`src/verilog/rdsu_pkg.sv`:
```
// package for the rotate and digit shift unit
// shared by the unit and its bench; no other dependencies
package rdsu_pkg;

    // instruction function codes, three decimal digits
    localparam logic [11:0] FUNC_ROT = 12'h028;
    localparam logic [11:0] FUNC_DSL = 12'h074;
    localparam logic [11:0] FUNC_DSR = 12'h075;

    // datapath geometry
    localparam int WORD_W = 16;
    localparam int ADDR_W = 16;
    localparam int NIB_W  = 4;

    // register byte offsets on the bus
    localparam logic [7:0] OFF_FLAGS    = 8'h00;
    localparam logic [7:0] OFF_IRQ_STAT = 8'h04;
    localparam logic [7:0] OFF_IRQ_MASK = 8'h08;

    // flag bit positions in the flags register
    localparam int FLG_NEG  = 0;
    localparam int FLG_CY   = 1;
    localparam int FLG_ZERO = 2;
    localparam int FLG_ERR  = 3;

    // interrupt bit positions
    localparam int IRQ_W    = 2;
    localparam int IRQ_DONE = 0;
    localparam int IRQ_ERR  = 1;

    // reset values
    localparam logic [1:0]  IRQ_RST  = 2'h0;
    localparam logic [31:0] RD_RST   = 32'h0000_0000;
    localparam logic [7:0]  ADDR_RST = 8'h00;

    typedef struct packed
    {
        logic error_flag;
        logic zero_result_flag;
        logic carry_flag;
        logic negative_flag;
    } rdsu_flags_t;

    localparam rdsu_flags_t FLAGS_RST = 4'h0;

    typedef struct packed
    {
        logic              en;
        logic [ADDR_W-1:0] addr;
        logic [WORD_W-1:0] data;
    } rdsu_wr_t;

    typedef enum logic [3:0]
    {
        SEQ_IDLE  = 4'h1,
        SEQ_ROT   = 4'h2,
        SEQ_LOAD  = 4'h4,
        SEQ_SHIFT = 4'h8
    } rdsu_state_t;

endpackage

```
`src/verilog/rdsu_unit.sv`:
```
// rotate right through carry and one digit range shifts, with flags
// assumes a word memory with a combinational read port and a write port
//
// Notes on behaviour
// RULE1: code 028 rotates one word operand
// RULE2: rotate: bits move down, carry loops round
// RULE3: rotate sets zero flag on zero result
// RULE4: rotate carry takes old bit zero
// RULE5: rotate negative flag follows result bit 15
// RULE6: codes 074/075 shift digits over range
// RULE7: left shift: zero low nibble, top lost
// RULE8: right shift: zero top nibble, low lost
// RULE9: error flag when start above end
// RULE10: issuer keeps range inside one area
// RULE11: error leaves memory untouched, one cycle
// RULE12: one word per clock from discarding end
`timescale 1ns/1ps

module rdsu_unit
(
    input  wire logic                       i_clk,
    input  wire logic                       i_rst_b,
    // instruction sequencer
    input  wire logic                       i_start,
    input  wire logic [11:0]                i_func,
    input  wire logic [rdsu_pkg::ADDR_W-1:0] i_addr_first,
    input  wire logic [rdsu_pkg::ADDR_W-1:0] i_addr_last,
    output logic                            o_busy,
    output logic                            o_done,
    // word memory
    output logic [rdsu_pkg::ADDR_W-1:0]     o_rd_addr,
    input  wire logic [rdsu_pkg::WORD_W-1:0] i_rd_data,
    output rdsu_pkg::rdsu_wr_t              o_wr,
    // flags
    output rdsu_pkg::rdsu_flags_t           o_flags,
    output logic                            o_irq,
    // ahb-lite slave
    input  wire logic                       i_hsel,
    input  wire logic [31:0]                i_haddr,
    input  wire logic [1:0]                 i_htrans,
    input  wire logic                       i_hwrite,
    input  wire logic [2:0]                 i_hsize,
    input  wire logic                       i_hready,
    input  wire logic [31:0]                i_hwdata,
    output logic [31:0]                     o_hrdata,
    output logic                            o_hreadyout,
    output logic                            o_hresp
);

    localparam int W = rdsu_pkg::WORD_W;
    localparam int A = rdsu_pkg::ADDR_W;
    localparam int N = rdsu_pkg::NIB_W;

    rdsu_pkg::rdsu_state_t  state_q;
    rdsu_pkg::rdsu_state_t  state_d;
    rdsu_pkg::rdsu_flags_t  flags_q;
    rdsu_pkg::rdsu_flags_t  flags_d;
    logic                   left_q;
    logic [A-1:0]           ptr_q;
    logic [A-1:0]           first_q;
    logic [A-1:0]           last_q;
    logic [W-1:0]           hold_q;
    logic                   done_q;
    logic [rdsu_pkg::IRQ_W-1:0] stat_q;
    logic [rdsu_pkg::IRQ_W-1:0] mask_q;
    logic                   bwr_q;
    logic [7:0]             baddr_q;
    logic [31:0]            hrdata_q;

    // instruction decode
    wire is_idle   = (state_q == rdsu_pkg::SEQ_IDLE);
    wire go        = i_start && is_idle;
    wire dec_rot   = (i_func == rdsu_pkg::FUNC_ROT);      // RULE1
    wire dec_dsl   = (i_func == rdsu_pkg::FUNC_DSL);      // RULE6
    wire dec_dsr   = (i_func == rdsu_pkg::FUNC_DSR);      // RULE6
    wire dec_dig   = dec_dsl || dec_dsr;
    wire range_bad = (i_addr_first > i_addr_last);        // RULE9
    wire go_rot    = go && dec_rot;
    wire go_dig    = go && dec_dig;
    wire go_err    = go_dig && range_bad;                 // RULE11
    wire go_shift  = go_dig && !range_bad;

    // shift walk
    wire in_shift  = (state_q == rdsu_pkg::SEQ_SHIFT);
    wire in_rot    = (state_q == rdsu_pkg::SEQ_ROT);
    wire in_load   = (state_q == rdsu_pkg::SEQ_LOAD);
    wire at_end    = left_q ? (ptr_q == first_q) : (ptr_q == last_q);
    wire [A-1:0] ptr_next = left_q ? A'(ptr_q - 1'b1) : A'(ptr_q + 1'b1);
    wire [N-1:0] in_nib = at_end ? 4'h0 :
                          (left_q ? i_rd_data[W-1 -: N] : i_rd_data[N-1:0]);
    wire [W-1:0] dig_word = left_q ?
                            {hold_q[W-N-1:0], in_nib} :   // RULE7
                            {in_nib, hold_q[W-1:N]};      // RULE8
    wire [W-1:0] rot_word = {flags_q.carry_flag, i_rd_data[W-1:1]}; // RULE2

    // memory ports
    assign o_rd_addr = in_shift ? ptr_next : ptr_q;
    assign o_wr.en   = in_rot || in_shift;
    assign o_wr.addr = ptr_q;
    assign o_wr.data = in_rot ? rot_word : dig_word;

    // sequencer
    always_comb
    begin
        state_d = state_q;
        unique case (state_q)
            rdsu_pkg::SEQ_IDLE:
            begin
                if (go_rot)
                    state_d = rdsu_pkg::SEQ_ROT;
                else if (go_shift)
                    state_d = rdsu_pkg::SEQ_LOAD;    // RULE12
            end
            rdsu_pkg::SEQ_ROT:
                state_d = rdsu_pkg::SEQ_IDLE;
            rdsu_pkg::SEQ_LOAD:
                state_d = rdsu_pkg::SEQ_SHIFT;
            rdsu_pkg::SEQ_SHIFT:
            begin
                if (at_end)
                    state_d = rdsu_pkg::SEQ_IDLE;
            end
        endcase
    end

    wire finish = in_rot || (in_shift && at_end) || go_err;

    always_ff @(posedge i_clk or negedge i_rst_b)
    begin
        if (!i_rst_b)
        begin
            state_q <= rdsu_pkg::SEQ_IDLE;
            done_q  <= 1'b0;
        end
        else
        begin
            state_q <= state_d;
            done_q  <= finish;
        end
    end

    // operand latch, start from the discarding end
    always_ff @(posedge i_clk or negedge i_rst_b)
    begin
        if (!i_rst_b)
        begin
            left_q  <= 1'b0;
            first_q <= '0;
            last_q  <= '0;
            ptr_q   <= '0;
        end
        else if (go)
        begin
            left_q  <= dec_dsl;
            first_q <= i_addr_first;
            last_q  <= i_addr_last;
            ptr_q   <= dec_dsl ? i_addr_last : i_addr_first; // RULE12
        end
        else if (in_shift && !at_end)
            ptr_q   <= ptr_next;                             // RULE12
    end

    always_ff @(posedge i_clk or negedge i_rst_b)
    begin
        if (!i_rst_b)
            hold_q <= '0;
        else if (in_load || in_shift)
            hold_q <= i_rd_data;
    end

    // flags
    always_comb
    begin
        flags_d = flags_q;
        if (bwr_q && (baddr_q == rdsu_pkg::OFF_FLAGS))
            flags_d.carry_flag = i_hwdata[rdsu_pkg::FLG_CY];
        if (go_dig)
            flags_d.error_flag = range_bad;                  // RULE9
        if (in_rot)
        begin
            flags_d.error_flag       = 1'b0;
            flags_d.carry_flag       = i_rd_data[0];         // RULE4
            flags_d.zero_result_flag = (rot_word == '0);     // RULE3
            flags_d.negative_flag    = rot_word[W-1];        // RULE5
        end
    end

    always_ff @(posedge i_clk or negedge i_rst_b)
    begin
        if (!i_rst_b)
            flags_q <= rdsu_pkg::FLAGS_RST;
        else
            flags_q <= flags_d;
    end

    assign o_flags = flags_q;
    assign o_busy  = !is_idle;
    assign o_done  = done_q;

    // interrupts, set wins over write-one-clear
    wire [rdsu_pkg::IRQ_W-1:0] ev = {go_err, finish};
    wire stat_wr = bwr_q && (baddr_q == rdsu_pkg::OFF_IRQ_STAT);
    wire mask_wr = bwr_q && (baddr_q == rdsu_pkg::OFF_IRQ_MASK);
    wire [rdsu_pkg::IRQ_W-1:0] clr = stat_wr ?
                                     i_hwdata[rdsu_pkg::IRQ_W-1:0] : 2'h0;

    always_ff @(posedge i_clk or negedge i_rst_b)
    begin
        if (!i_rst_b)
        begin
            stat_q <= rdsu_pkg::IRQ_RST;
            mask_q <= rdsu_pkg::IRQ_RST;
        end
        else
        begin
            stat_q <= (stat_q & ~clr) | ev;
            if (mask_wr)
                mask_q <= i_hwdata[rdsu_pkg::IRQ_W-1:0];
        end
    end

    assign o_irq = |(stat_q & mask_q);

    // bus slave, zero wait states
    wire addr_ph = i_hsel && i_htrans[1] && i_hready;
    wire [7:0] a_off = i_haddr[7:0];
    wire [31:0] rd_mux =
        (a_off == rdsu_pkg::OFF_FLAGS)    ? {28'h0, flags_q} :
        (a_off == rdsu_pkg::OFF_IRQ_STAT) ? {30'h0, stat_q}  :
        (a_off == rdsu_pkg::OFF_IRQ_MASK) ? {30'h0, mask_q}  :
                                            32'h0000_0000;

    always_ff @(posedge i_clk or negedge i_rst_b)
    begin
        if (!i_rst_b)
        begin
            bwr_q    <= 1'b0;
            baddr_q  <= rdsu_pkg::ADDR_RST;
            hrdata_q <= rdsu_pkg::RD_RST;
        end
        else
        begin
            bwr_q    <= addr_ph && i_hwrite;
            baddr_q  <= addr_ph ? a_off : baddr_q;
            hrdata_q <= (addr_ph && !i_hwrite) ? rd_mux : hrdata_q;
        end
    end

    assign o_hrdata    = hrdata_q;
    assign o_hreadyout = 1'b1;
    assign o_hresp     = 1'b0;
endmodule

```
`config.mk`:
```
export PLATFORM = sky130hd
export DESIGN_NAME = rdsu_unit
export DESIGN_NICKNAME = d
export VERILOG_FILES = /design/src/verilog/rdsu_pkg.sv /design/src/verilog/rdsu_unit.sv
export SDC_FILE = /design/constraint.sdc
export NUM_CORES = 1
export LEC_CHECK = 0
export ABC_AREA = 1
export BUFFER_PORTS_ARGS = -buffer_cell sky130_fd_sc_hd__buf_2
export CAP_MARGIN = 20
export CORE_ASPECT_RATIO = 0.8
export CORE_UTILIZATION = 25
export CTS_CLUSTER_SIZE = 25
export DETAILED_ROUTE_END_ITERATION = 10
export PLACE_DENSITY = 0.49
export SYNTH_ARGS = -nofsm -noshare
export SYNTH_HDL_FRONTEND = slang
export SYNTH_SLANG_ARGS = --single-unit
```
`constraint.sdc`:
```
create_clock -name i_clk -period 2.6 [get_ports i_clk]
set_input_delay 0.52 -clock i_clk [delete_from_list [all_inputs] [get_ports i_clk]]
set_output_delay 0.52 -clock i_clk [all_outputs]
set_load 0.03 [all_outputs]
```
==> summary.md <==
| Metric | Value |
|---|---|
| Final GP Congestion | 0.894 |
| Clock Sink Count | 91 |
| Area of the core | roughly 0.026 mm2 |
| Leakage | 0.00498 uW |
| First-pass GRT wire length | about 35 mm |
| DRC | 0 |
| Setup crit start kind | register |
| Final ANT Viol Nets | 0 |
| Worst Tran Pin Value | around 0.76 ns |
| Worst Setup End Kind | output port |
| Worst vdd ir | between 0.5 and 0.6 mV |
| CTS root buf | clkbuf_16 |
| Number of buffers inserted by port buffering | 136 |
| Row Count | 52 |
| Skew-Pair Late Insertion Delay | between 0.3 and 0.4 ns |
| Vias per cell | between 4 and 5 |
| I/O pin cnt | 225 |
| Die width | between 150 and 200 um |
| RSZ-0062 raised after global routing | true |
| Core occupancy in the finished layout | a little over a third |
| Hold Path Class | in2async |
| Largest net degree at the start of global routing | 73 |
| CP most frequent cell | nand2_1 |
| Post-DP HPWL | about 17 mm |
| Post-Route WL | about 22 mm |
| Count of cell types in the netlist | 37 |
| Max_cap viols | 0 |
| Tot Pwr | roughly 8400 uW |
| Crit-path slowest cell | dfrtp_2 |
| Total gr overflow | 0 |
| Status | finished, violations left |
| Warnings from Yosys | 0 |
| Area Overhead vs Synth | 37.0% |
| Failing checks | setup timing |
| Clock Path Buffers | 2 |
| Worst-path clk slew | around 0.070 ns |
| Share of cells above drive strength 1 | 28.7% |
| CP required | 2.08 ns |
| Max_slew headroom | between 40% and 50% |
| Area of the mapped netlist | 0.00664 mm2 |
| CTS tree | yes |
| Layout Nets | between 1000 and 1500 |
| Drt wl/cell | between 10 and 15 um |
| Initial Utilization | about a quarter |
| Fillcell total | roughly 2800 |
| Die Y | approximately 150 um |
| Max Slew Vio Count | 0 |
| Vias in the first global route | around 6400 |
| Max stage delay on crit path | roughly 0.45 ns |
| H-Tree Depth | 3 |
| Die area | ~0.027 mm2 |
| Skew final | 0.00704 ns |
| DRT Pass-1 Iters | 5 |
| Sequential cell area | approximately 0.0023 mm2 |
| # hold bufs at CTS | 0 |
| Vias | ~7000 |
| Register area share after synthesis | 34.3% |
| Hold Vio Cnt, Final | 0 |
| Power per Cell Area | a little over 900 mW/mm2 |
| F_max | 354 MHz |
| Crit Path Max Fanout | 4 |
| Avg Inst Size Synth | ~6.6 um2 |
| Hold_ws | about 0.19 ns |
| 1st-iter DRT viols | ~270 |
| Gate Count Post-Synth | around 1000 |
| PnR worst setup slack | -0.224 ns |
| Multi-input gate area | approximately 0.0042 mm2 |
| #FFs+latches synth | slightly above 90 |
| WS Path Type | reg2out |
| Final setup vio count | 20 |
| Tot GR Track Use | approximately 17% |
| Data arrival, critical path | between 2 and 2.5 ns |
| Crit path cell chain | buf_4 -> ha_4 -> or2_4 -> nand3b_1 -> nand2_4 -> nand2_1 -> nand2_1 -> nand2_1 -> nand3_1 -> o21ai_1 -> buf_4 |
| Antenna violations before repair | 1 |
| Tmin final | between 2 and 3 ns |
| Final cycle utilization of the critical path | 109% |
| CTS Buf Count | 9 |
[report_power, final]
part | total (uW) | leakage (uW) | internal [uW] | switching (uW)
logic | 4730 | 0.00371 | 1800 | 2920
registers | 2290 | 0.00113 | 1950 | 342
clock network | 1370 | 0.000146 | 778 | 595
[per-stage QoR]
stage	instance area (um2)	setup slack, ns	instances	setup TNS [ns]
finish	9100	-0.224	1549	-2.96
global route	9100	-0.343	1549	-5.38
CTS	8770	-0.257	1540	-3.52
detailed placement	7910	-0.0417	1513	-0.0999
global placement	7910	-0.0710	1513	-0.140
floorplan	6760	0.0465	1037	0
[worst paths after layout]
kind | start | endpoint | slack, ns | cells past startpoint
max reg2reg | left_q$_DFFE_PN0P_ | ptr_q[15]$_DFFE_PN0P_ | 0.18 | 18
max in group asynchronous | i_rst_b | state_q[0]$_DFFE_PN1P_ | 1.71 | 2
min in group i_clk | i_hwrite | bwr_q$_DFF_PN0_ | 0.39 | 3
min | i_rst_b | baddr_q[4]$_DFFE_PN0P_ | 0.19 | 1
min reg2reg | hold_q[15]$_DFFE_PN0P_ | hold_q[15]$_DFFE_PN0P_ | 0.48 | 2
max | left_q$_DFFE_PN0P_ | o_rd_addr[13] | -0.22 | 11
[cell usage in the layout, fill, tap and decap left out, drive strengths merged]
| cell | count |
|---|---|
| xnor2 | 1 |
| inv | 120 |
| clkinv | 3 |
| o21ai | 92 |
| nor4 | 6 |
| clkinvlp | 2 |
| clkbuf | 11 |
| or3 | 1 |
| nand2 | 405 |
| bufinv | 1 |
| and2 | 3 |
| xor2 | 5 |
| dfstp | 1 |
| fa | 1 |
| nor3 | 8 |
| nor2 | 47 |
| ha | 30 |
| buf | 203 |
| a31oi | 5 |
| a21o | 1 |
| a21oi | 29 |
| conb | 30 |
| diode | 1 |
| a22o | 1 |
| dfrtp | 90 |
| nand4 | 9 |
| nand3 | 69 |
| or2 | 7 |
| o211ai | 4 |
| nand3b | 12 |
[layout make-up]
class | instances | share of cell area [%]
tap | 351 | 4.83
clock inverter | 5 | 0.701
sequential | 91 | 25.1
antenna | 1 | 0.0275
timing repair buffer | 203 | 15.4
clock buffer | 11 | 2.67
multi-input combinational | 766 | 46.1
inverter | 121 | 5.17
[flip-flops by register name (all words and copies together) (netlist names), 4 cells and up]
name and flops:
hold_q 16, last_q 16, first_q 16, baddr_q 8
state_q 4, o_flags 4, ptr_q 16, o_hrdata 4
[Yosys cell counts]
cell	number	share of area, %
nand2_1	401	23
conb_1	2	0.11
inv_4	1	0.094
o21ai_1	5	0.38
dfrtp_1	90	34
or2_2	7	0.66
nand3b_1	12	1.4
xor2_1	5	0.66
nand3_1	67	5.0
dfstp_2	1	0.40
fa_1	1	0.30
nor3_1	7	0.53
nor3_4	1	0.24
a22o_1	1	0.13
nor4_1	6	0.57
o211ai_1	4	0.45
nand4_1	9	0.85
nand2_8	1	0.30
nand3_2	2	0.30
buf_2	3	0.23
nand2_4	2	0.34
and2_1	3	0.28
xnor2_1	1	0.13
ha_1	30	5.7
nor2_2	2	0.19
o21ai_0	87	6.6
inv_2	3	0.17
nor2_1	45	2.5
a21oi_1	29	2.2
clkbuf_1	19	1.1
inv_1	117	6.6
buf_1	1	0.056
buf_6	3	0.51
or3_1	1	0.094
buf_4	34	3.8
a21o_1	1	0.11
a31oi_1	5	0.47
[per-layer routing]
metal | vias to the layer above | global-route usage, % | wire length [um]
li1 | 3506 | - | -
met1 | 3195 | 25.3 | 11600
met2 | 136 | 24.4 | 9760
met3 | 18 | 2.86 | 870
met4 | 0 | 3.50 | 289
met5 | - | 0 | 0
[kinds of logic after synthesis]
family                     synth area share (%)
and+or+nand+nor                            36.0
buffers and inverters                      12.6
AOI/OAI and AO/OA                          10.3
DFF                                        34.3
adders and majority gates                  5.95
xor gates and xnor gates                  0.791
other                                     0.113
[critical path, delay by kind of cell, from the launching register on]
family	cells	cell delay (ns)
buffers and inverters	2	0.34
flip-flops	1	0.45
adder cells (fa/ha/maj)	1	0.21
AO/OA/AOI/OAI	1	0.10
AND/OR/NAND/NOR	7	0.85
[timing repair]
item / CTS / global route
setup endpoints to repair: 21 / 25
cloned: 2 / 0
buffers inserted: 9 / 8
gates resized for setup: 109 / 69
pin swaps: 18 / 23
(Power assumes the default switching activity.)
